$ cat config.mk
export PLATFORM = sky130hd
export DESIGN_NAME = sdds_sequencer
export DESIGN_NICKNAME = d
export VERILOG_FILES = /design/src/sdds_pkg.sv /design/src/sdds_word_adder.sv /design/src/sdds_msd_finder.sv /design/src/sdds_sequencer.sv
export VERILOG_INCLUDE_DIRS = /design/src
export SDC_FILE = /design/constraint.sdc
export NUM_CORES = 2
export LEC_CHECK = 0
export BUFFER_PORTS_ARGS = -buffer_cell sky130_fd_sc_hd__buf_2
export CAP_MARGIN = 20
export CORE_MARGIN = 2
export CORE_UTILIZATION = 49
export DETAILED_ROUTE_END_ITERATION = 10
export PLACE_DENSITY = 0.71
export SLEW_MARGIN = 20
export SYNTH_ARGS = -nofsm -noshare
export SYNTH_HDL_FRONTEND = slang
export SYNTH_HIERARCHICAL = 1
export SYNTH_SLANG_ARGS = --single-unit
$ cat constraint.sdc
create_clock -name ref_clk -period 66.3 [get_ports ref_clk]
set_input_delay 3.315 -clock ref_clk [delete_from_list [all_inputs] [get_ports ref_clk]]
set_output_delay 3.315 -clock ref_clk [all_outputs]
set_load 0.005 [all_outputs]
$ cat src/sdds_consts.svh
// constants for the decimal divide and square root sequencer
// assumes 24-digit BCD words, least significant digit in the low nibble
`ifndef SDDS_CONSTS_SVH
`define SDDS_CONSTS_SVH

`define SDDS_DIGITS 24
`define SDDS_WORD_W 96
`define SDDS_POS_W 5
`define SDDS_POS_ZERO 5'h00
`define SDDS_POS_TOP 5'h17
`define SDDS_POS_WRAP2 5'h16
`define SDDS_SQRT_EVEN_PRESET 5'h16
`define SDDS_SQRT_ODD_PRESET 5'h17
`define SDDS_TALLY_ZERO 4'h0
`define SDDS_TALLY_ONE 4'h1
`define SDDS_WORD_ZERO 96'h0
`define SDDS_DIGIT_ZERO 4'h0
`define SDDS_DIGIT_NINE 4'h9
`define SDDS_DIGIT_TEN 5'h0A
`define SDDS_BCD_ADJ 5'h06

`endif

$ cat src/sdds_pkg.sv
// types shared by the sequencer and its datapath helpers
// assumes nothing beyond a systemverilog compiler
package sdds_pkg;

    typedef enum logic [2:0] {
        idle_phase,
        initial_setup_phase,
        alignment_test_phase,
        alignment_shift_phase,
        subtract_phase,
        restore_phase,
        quotient_store_phase,
        pass_phase
    } sdds_phase_type;

    typedef enum logic {
        divide_mode,
        sqrt_mode
    } sdds_mode_type;

endpackage : sdds_pkg

$ cat src/sdds_word_adder.sv
// ripple BCD adder over a whole 24-digit word
// assumes both addends hold valid BCD digits
`timescale 1ns/1ps
`include "sdds_consts.svh"

module sdds_word_adder
    import sdds_pkg::*;
(
    input wire logic [`SDDS_WORD_W-1:0] addend_a,
    input wire logic [`SDDS_WORD_W-1:0] addend_b,
    input wire logic carry_in,
    output logic [`SDDS_WORD_W-1:0] sum,
    output logic carry_out
);

    logic [`SDDS_DIGITS:0] carry;

    assign carry[0] = carry_in;
    assign carry_out = carry[`SDDS_DIGITS];

    // one decimal digit per stage; slow but matches word-at-a-time stepping
    genvar i;
    generate
        for (i = 0; i < `SDDS_DIGITS; i = i + 1) begin : g_digit
            logic [4:0] raw;
            logic over;
            logic [4:0] adj;
            assign raw = {1'b0, addend_a[4*i +: 4]} +
                         {1'b0, addend_b[4*i +: 4]} + {4'h0, carry[i]};
            assign over = (raw >= `SDDS_DIGIT_TEN);
            assign adj = over ? (raw + `SDDS_BCD_ADJ) : raw;
            assign sum[4*i +: 4] = adj[3:0];
            assign carry[i+1] = over;
        end
    endgenerate

endmodule : sdds_word_adder

$ cat src/sdds_msd_finder.sv
// finds the highest nonzero digit of a BCD word
// assumes a 24-digit word; index is zero when the word is zero
`timescale 1ns/1ps
`include "sdds_consts.svh"

module sdds_msd_finder
    import sdds_pkg::*;
(
    input wire logic [`SDDS_WORD_W-1:0] word,
    output logic [`SDDS_POS_W-1:0] msd_index,
    output logic nonzero
);

    // later digits overwrite earlier ones, so the highest wins
    always_comb begin
        msd_index = `SDDS_POS_ZERO;
        nonzero = 1'b0;
        for (int i = 0; i < `SDDS_DIGITS; i++) begin
            if (word[4*i +: 4] != `SDDS_DIGIT_ZERO) begin
                msd_index = 5'(i);
                nonzero = 1'b1;
            end
        end
    end

endmodule : sdds_msd_finder

$ cat src/sdds_sequencer.sv
// phase sequencer for decimal division and square root digit search
// assumes start requests come from logic on ref_clk, one cycle wide,
// and the units position switch is asynchronous; one clock = one word cycle
//
// Contract
// [RULE_01] setup: position to units, clear quotient
// [RULE_02] test divisor order against dividend order
// [RULE_03] shift: position plus one, divisor left
// [RULE_04] test success goes straight to subtraction
// [RULE_05] subtract divisor; tally counts positive results
// [RULE_06] zero position in subtraction sets termination
// [RULE_07] negative result: add back once, then store
// [RULE_08] store tally, position minus one, shift, clear
// [RULE_09] return to subtraction via an idle pass
// [RULE_10] after termination set, one more restore/store
// [RULE_11] position counter wraps modulo twenty-four
// [RULE_12] end at position 23 with termination set
// [RULE_13] root digits found highest first by search
// [RULE_14] subtract 2a plus odd increment series
// [RULE_15] square term low digit on even power
// [RULE_16] increment placed twice the 2a shift
// [RULE_17] fractional digits shift remainder for alignment
// [RULE_18] root digit counts positive subtractions, restore overshoot
// [RULE_19] search runs until lowest digit developed
// [RULE_20] sqrt preset 22 even units, 23 odd
// [RULE_21] sqrt ends at 23 with termination set
// [RULE_22] on end go idle and clear termination
`timescale 1ns/1ps
`include "sdds_consts.svh"

module sdds_sequencer
    import sdds_pkg::*;
(
    input wire logic ref_clk,
    input wire logic rst,
    input wire logic start_divide,
    input wire logic start_sqrt,
    input wire logic [`SDDS_POS_W-1:0] units_position,
    input wire logic [`SDDS_WORD_W-1:0] operand_a,
    input wire logic [`SDDS_WORD_W-1:0] operand_b,
    output logic busy,
    output logic done,
    output sdds_phase_type phase,
    output logic [`SDDS_POS_W-1:0] position,
    output logic [3:0] tally,
    output logic terminate,
    output logic [`SDDS_DIGITS-1:0] selected_digit_strobe,
    output logic [`SDDS_WORD_W-1:0] quotient,
    output logic [`SDDS_WORD_W-1:0] remainder
);

    sdds_phase_type phase_q, phase_d;
    sdds_mode_type mode_q, mode_d;
    logic [`SDDS_POS_W-1:0] pos_q, pos_d;
    logic [3:0] tally_q, tally_d;
    logic term_q, term_d;
    logic lo_q, lo_d;
    logic busy_q, busy_d;
    logic done_q, done_d;
    logic [`SDDS_WORD_W-1:0] rem_q, rem_d;
    logic [`SDDS_WORD_W-1:0] div_q, div_d;
    logic [`SDDS_WORD_W-1:0] entry_q, entry_d;
    logic [`SDDS_WORD_W-1:0] quot_q, quot_d;
    logic [`SDDS_DIGITS-1:0] strobe_q, strobe_d;
    logic [`SDDS_POS_W-1:0] units_meta_q;
    logic [`SDDS_POS_W-1:0] units_sync_q;

    // switch input crosses in through two flops
    always_ff @(posedge ref_clk or posedge rst) begin
        if (rst) begin
            units_meta_q <= `SDDS_POS_ZERO;
            units_sync_q <= `SDDS_POS_ZERO;
        end else begin
            units_meta_q <= units_position;
            units_sync_q <= units_meta_q;
        end
    end

    // modulo-24 neighbours of the position count
    logic [`SDDS_POS_W-1:0] pos_inc;
    logic [`SDDS_POS_W-1:0] pos_dec1;
    logic [`SDDS_POS_W-1:0] pos_dec2;
    logic pos_is_zero;
    logic pos_is_top;
    logic pos_is_units;
    assign pos_is_zero = (pos_q == `SDDS_POS_ZERO);
    assign pos_is_top = (pos_q == `SDDS_POS_TOP);
    assign pos_is_units = (pos_q == units_sync_q);
    assign pos_inc = pos_is_top ? `SDDS_POS_ZERO : pos_q + 5'h01; // RULE_11
    assign pos_dec1 = pos_is_zero ? `SDDS_POS_TOP : pos_q - 5'h01; // RULE_11
    assign pos_dec2 = (pos_q < 5'h02) ? pos_q + `SDDS_POS_WRAP2
                                      : pos_q - 5'h02;

    // odd increment 2*tally+1 as two BCD digits, 1..19
    logic [4:0] inc_bin;
    logic inc_tens;
    logic [4:0] inc_low;
    logic [3:0] inc_units;
    assign inc_bin = {tally_q, 1'b1}; // RULE_14
    assign inc_tens = (inc_bin >= `SDDS_DIGIT_TEN);
    assign inc_low = inc_tens ? inc_bin - `SDDS_DIGIT_TEN : inc_bin;
    assign inc_units = inc_low[3:0];

    // word-wide digit placement driven by the position count
    logic [`SDDS_WORD_W-1:0] inc_word;
    logic [`SDDS_WORD_W-1:0] nines_word;
    logic [`SDDS_WORD_W-1:0] q_store_word;
    logic [`SDDS_WORD_W-1:0] q_insert_word;
    logic [`SDDS_WORD_W-1:0] q_rshift;
    logic [`SDDS_WORD_W-1:0] term_word;
    logic [`SDDS_WORD_W-1:0] sqrt_term;
    assign q_rshift = {`SDDS_DIGIT_ZERO, quot_q[`SDDS_WORD_W-1:4]};

    genvar i;
    generate
        for (i = 0; i < `SDDS_DIGITS; i = i + 1) begin : g_place
            logic at_pos;
            logic at_next;
            logic at_prev;
            assign at_pos = (pos_q == 5'(i));
            assign at_next = (pos_inc == 5'(i)) && !pos_is_top;
            assign at_prev = (pos_dec1 == 5'(i));
            // low digit of the increment sits on the selected slot,
            // tens digit one slot higher
            assign inc_word[4*i +: 4] = at_pos ? inc_units :
                at_next ? {3'h0, inc_tens} : `SDDS_DIGIT_ZERO; // RULE_15
            assign nines_word[4*i +: 4] =
                `SDDS_DIGIT_NINE - term_word[4*i +: 4];
            assign q_store_word[4*i +: 4] =
                at_pos ? tally_q : quot_q[4*i +: 4]; // RULE_08
            assign q_insert_word[4*i +: 4] =
                at_prev ? tally_q : q_rshift[4*i +: 4];
            assign strobe_d[i] = (pos_d == 5'(i));
        end
    endgenerate

    // sqrt term is 2a plus the placed increment
    sdds_word_adder u_term_adder (
        .addend_a(entry_q),
        .addend_b(inc_word),
        .carry_in(1'b0),
        .sum(sqrt_term),
        .carry_out()
    ); // RULE_16

    assign term_word = (mode_q == sqrt_mode) ? sqrt_term : div_q;

    // doubling the partial root forms the next 2a
    logic [`SDDS_WORD_W-1:0] double_quot;
    sdds_word_adder u_double_adder (
        .addend_a(quot_q),
        .addend_b(quot_q),
        .carry_in(1'b0),
        .sum(double_quot),
        .carry_out()
    );

    // one adder serves subtraction (ten's complement) and restore
    logic sub_sel;
    logic [`SDDS_WORD_W-1:0] addsub_b;
    logic [`SDDS_WORD_W-1:0] addsub_sum;
    logic no_borrow;
    assign sub_sel = (phase_q == subtract_phase);
    assign addsub_b = sub_sel ? nines_word : term_word;
    sdds_word_adder u_main_adder (
        .addend_a(rem_q),
        .addend_b(addsub_b),
        .carry_in(sub_sel),
        .sum(addsub_sum),
        .carry_out(no_borrow)
    );

    // order test for alignment
    logic [`SDDS_POS_W-1:0] rem_msd;
    logic [`SDDS_POS_W-1:0] div_msd;
    logic div_nonzero;
    logic aligned;
    sdds_msd_finder u_rem_msd (
        .word(rem_q),
        .msd_index(rem_msd),
        .nonzero()
    );
    sdds_msd_finder u_div_msd (
        .word(div_q),
        .msd_index(div_msd),
        .nonzero(div_nonzero)
    );
    // zero divisor or a divisor already at the top stops the shifting,
    // otherwise the shift loop would never end
    assign aligned = (div_msd >= rem_msd) || !div_nonzero ||
                     (div_msd == `SDDS_POS_TOP); // RULE_02

    logic end_now;
    assign end_now = term_q && pos_is_top; // RULE_12 RULE_21

    // phase stepping, one word cycle per step
    always_comb begin
        phase_d = phase_q;
        mode_d = mode_q;
        pos_d = pos_q;
        tally_d = tally_q;
        term_d = term_q;
        lo_d = lo_q;
        busy_d = busy_q;
        done_d = 1'b0;
        rem_d = rem_q;
        div_d = div_q;
        entry_d = entry_q;
        quot_d = quot_q;
        case (phase_q)
            idle_phase: begin
                if (start_divide) begin
                    mode_d = divide_mode;
                    phase_d = initial_setup_phase;
                    busy_d = 1'b1;
                    rem_d = operand_a;
                    div_d = operand_b;
                end else if (start_sqrt) begin
                    mode_d = sqrt_mode;
                    phase_d = initial_setup_phase;
                    busy_d = 1'b1;
                    rem_d = operand_a;
                    div_d = `SDDS_WORD_ZERO;
                end
            end
            initial_setup_phase: begin
                if (mode_q == divide_mode) begin
                    pos_d = units_sync_q; // RULE_01
                end else if (units_sync_q[0]) begin
                    pos_d = `SDDS_SQRT_ODD_PRESET; // RULE_20
                end else begin
                    pos_d = `SDDS_SQRT_EVEN_PRESET; // RULE_20
                end
                quot_d = `SDDS_WORD_ZERO; // RULE_01
                entry_d = `SDDS_WORD_ZERO;
                tally_d = `SDDS_TALLY_ZERO;
                term_d = 1'b0;
                lo_d = 1'b0;
                phase_d = alignment_test_phase;
            end
            alignment_test_phase: begin
                if (mode_q == sqrt_mode) begin
                    phase_d = pass_phase;
                end else if (aligned) begin
                    phase_d = subtract_phase; // RULE_04
                end else begin
                    phase_d = alignment_shift_phase; // RULE_02
                end
            end
            alignment_shift_phase: begin
                pos_d = pos_inc; // RULE_03
                div_d = {div_q[`SDDS_WORD_W-5:0], `SDDS_DIGIT_ZERO}; // RULE_03
                phase_d = alignment_test_phase; // RULE_03
            end
            subtract_phase: begin
                if (end_now) begin
                    phase_d = idle_phase; // RULE_22
                    term_d = 1'b0; // RULE_22
                    busy_d = 1'b0;
                    done_d = 1'b1;
                end else begin
                    // the difference is kept even when negative;
                    // restore undoes it
                    rem_d = addsub_sum; // RULE_05 RULE_14 RULE_13
                    term_d = term_q | pos_is_zero; // RULE_06
                    if (no_borrow) begin
                        tally_d = tally_q + `SDDS_TALLY_ONE; // RULE_05 RULE_18
                    end else begin
                        phase_d = restore_phase; // RULE_07
                    end
                end
            end
            restore_phase: begin
                rem_d = addsub_sum; // RULE_07 RULE_18
                if (mode_q == sqrt_mode) begin
                    lo_d = lo_q | pos_is_units;
                end
                phase_d = quotient_store_phase; // RULE_07 RULE_10
            end
            quotient_store_phase: begin
                tally_d = `SDDS_TALLY_ZERO; // RULE_08
                phase_d = pass_phase; // RULE_09
                if ((mode_q == divide_mode) || lo_q) begin
                    quot_d = q_store_word; // RULE_08 RULE_10
                    pos_d = pos_dec1; // RULE_08 RULE_11
                    // remainder moves left instead of 2a moving right
                    rem_d = {rem_q[`SDDS_WORD_W-5:0],
                             `SDDS_DIGIT_ZERO}; // RULE_08 RULE_17
                end else begin
                    quot_d = q_insert_word; // RULE_13
                    pos_d = pos_dec2; // RULE_16
                end
            end
            pass_phase: begin
                if (mode_q == sqrt_mode) begin
                    entry_d = double_quot; // RULE_14
                end
                phase_d = subtract_phase; // RULE_09 RULE_19
            end
            default: begin
                phase_d = idle_phase;
            end
        endcase
    end

    // sequencing state
    always_ff @(posedge ref_clk or posedge rst) begin
        if (rst) begin
            phase_q <= idle_phase;
            mode_q <= divide_mode;
            pos_q <= `SDDS_POS_ZERO;
            tally_q <= `SDDS_TALLY_ZERO;
        end else begin
            phase_q <= phase_d;
            mode_q <= mode_d;
            pos_q <= pos_d;
            tally_q <= tally_d;
        end
    end

    // flags and status
    always_ff @(posedge ref_clk or posedge rst) begin
        if (rst) begin
            term_q <= 1'b0;
            lo_q <= 1'b0;
            busy_q <= 1'b0;
            done_q <= 1'b0;
            strobe_q <= 24'h000001;
        end else begin
            term_q <= term_d;
            lo_q <= lo_d;
            busy_q <= busy_d;
            done_q <= done_d;
            strobe_q <= strobe_d;
        end
    end

    // operand words
    always_ff @(posedge ref_clk or posedge rst) begin
        if (rst) begin
            rem_q <= `SDDS_WORD_ZERO;
            div_q <= `SDDS_WORD_ZERO;
            entry_q <= `SDDS_WORD_ZERO;
            quot_q <= `SDDS_WORD_ZERO;
        end else begin
            rem_q <= rem_d;
            div_q <= div_d;
            entry_q <= entry_d;
            quot_q <= quot_d;
        end
    end

    // every output is a flop
    assign busy = busy_q;
    assign done = done_q;
    assign phase = phase_q;
    assign position = pos_q;
    assign tally = tally_q;
    assign terminate = term_q;
    assign selected_digit_strobe = strobe_q;
    assign quotient = quot_q;
    assign remainder = rem_q;

endmodule : sdds_sequencer

==> impl_metrics.env <==
export IMPL_io_buffers=431
export IMPL_tritoncts="done"
export IMPL_cts_setup_buffers=0
export IMPL_post_route_period_util_pct=67.9
export IMPL_clockRootBuffer="clkbuf_16"
export IMPL_placed_cell_area_um2=46100
export IMPL_crit_top_cell="fa_1"
export IMPL_antenna_left=0
export IMPL_critPathKind="reg2reg"
export IMPL_status="complete, no violations"
export IMPL_cp_arrival_ps=45460
export IMPL_grt_use_total_pct=30.4
export IMPL_critPathMaxFanout=19
export IMPL_instances_no_fill=6705
export IMPL_slew_viol_final=0
export IMPL_synth_warnings=6
export IMPL_post_route_min_period_ps=45000
export IMPL_clockBufferDepth=3
export IMPL_worstSkewPairLatency_ps=630
export IMPL_hp_class="reg2reg"
export IMPL_wl_mm=142
export IMPL_dp_cells=6595
export IMPL_grt_pass1_wl_mm=218
export IMPL_final_cell_mix="nand2_1, buf_2, dfrtp_1, o21ai_0, nor2_1"
export IMPL_die_h_um=300
export IMPL_grt_setup_unrepaired="false"
export IMPL_grt_pass1_vias=37800
export IMPL_clkSlewWorstSetupHoldPaths_ps=60
export IMPL_nNetsFinal=6171
export IMPL_synth_avg_cell_area_um2=8.27
export IMPL_worstPathRequired_ps=66760
export IMPL_grt_remaining_overflow=0
export IMPL_wl_per_cell_um=21.2
export IMPL_start_util_pct=49.6
export IMPL_finalInstanceArea_um2=48100
export IMPL_cpPeakStageDelay_ps=890
export IMPL_io_pins=432
export IMPL_maxCapViolCount=0
export IMPL_die_area_um2=90300
export IMPL_final_common_cell="nand2_1"
export IMPL_finalSetupTns_ps=0
export IMPL_pre_cts_ws_ps=21960
export IMPL_startpoint_type="flip-flop"
export IMPL_antenna_found_initial=6
export IMPL_hold_viol_final=0
export IMPL_setup_viol=0
export IMPL_syn_inst=5207
export IMPL_cts_sinks=435
export IMPL_gp_congestion=0.949
export IMPL_drive_gt1_share_pct=14.0
export IMPL_core_um2=86900
export IMPL_worst_pin_slew_ps=1070
export IMPL_max_freq_ghz=0.0222
export IMPL_numCtsBuffers=55
export IMPL_rows=108
export IMPL_postCtsHoldBufs=0
export IMPL_drt_initial_drc_count=3605
export IMPL_drc=0
export IMPL_die_w_um=300
export IMPL_cts_max_level=2
export IMPL_maxSlewHeadroom_pct=28.6
export IMPL_worst_slack_ps=21300
export IMPL_vias=40900
export IMPL_ctsResizeCount=0
export IMPL_critPathSlowestCell="ha_1"
export IMPL_dp_final_hpwl_mm=107
export IMPL_syn2layout_area_growth_pct=11.6
export IMPL_viasPerCell=6.09
export IMPL_fin_worst_skew_ps=19.5
export IMPL_grt_max_degree=140
export IMPL_endpoint_kind="flip-flop"
export IMPL_firstDrtPassIters=6
export IMPL_syn_cell_area_um2=43100
sequential cells by signal (all words and copies together) (netlist names):
| name | count |
|---|---|
| terminate | 1 |
| position | 5 |
| tally | 4 |
| lo_q | 1 |
| units_sync_q | 5 |
| div_q | 96 |
| units_meta_q | 5 |
| done | 1 |
| busy | 1 |
| entry_q | 96 |
| remainder | 96 |
| selected_digit_strobe | 24 |
| mode_q | 1 |
| quotient | 96 |
| phase | 3 |
worst max-delay path: cells and delay by family, from the launching register on:
| family | cells | cell delay, ps |
|---|---|---|
| AO/OA/AOI/OAI | 45 | 8750 |
| XOR/XNOR | 21 | 4830 |
| adder cells (fa/ha/maj) | 77 | 24830 |
| buffers and inverters | 35 | 2560 |
| flip-flops | 1 | 650 |
| multiplexers | 2 | 350 |
| AND/OR/NAND/NOR | 13 | 2850 |
per-layer routing:
| layer | wire, um | part of all wire, % | vias up | GRT usage [%] |
|---|---|---|---|---|
| met5 | 12 | 0.0084 | - | 0 |
| met4 | 5820 | 4.1 | 2 | 11.7 |
| met3 | 12900 | 9.0 | 296 | 5.69 |
| met2 | 61800 | 43 | 1868 | 46.3 |
| met1 | 61700 | 43 | 19400 | 42.8 |
| li1 | - | - | 19300 | - |
per-stage QoR:
step | util, % | hold WS, ps
floorplan | - | 331
CTS | 55.3 | 353
detailed placement | 53.1 | 340
global placement | 53.1 | 338
global route | 55.3 | 362
finish | 55.3 | 351
final timing paths:
path                                 startpoint              end  slack [ps]  cells after the start
worst min register to register  units_meta_q[2]  units_sync_q[2]         350                      0
max in group asynchronous                   rst           mode_q       61910                      3
worst max-delay path                position[0]         tally[3]       21300                    193
worst min-delay path            units_meta_q[2]  units_sync_q[2]         350                      0
min in group asynchronous                   rst     quotient[17]        2850                      2
worst max register to register      position[0]         tally[3]       21300                    193
area by class of cell:
| cell class | count | area (um2) |
|---|---|---|
| fillers | 7958 | 38800 |
| multi-input cells | 4198 | 30000 |
| flip-flops and latches | 435 | 10900 |
| repair buffers | 474 | 2510 |
| clock buffers | 75 | 1560 |
| well taps | 1155 | 1450 |
| inverters | 334 | 1260 |
| clock inverters | 29 | 375 |
| diodes | 5 | 12.5 |
Power is left out: the tool's default activity adds up to more than one toggle a clock period on the data nets, which glitch-free logic cannot reach.
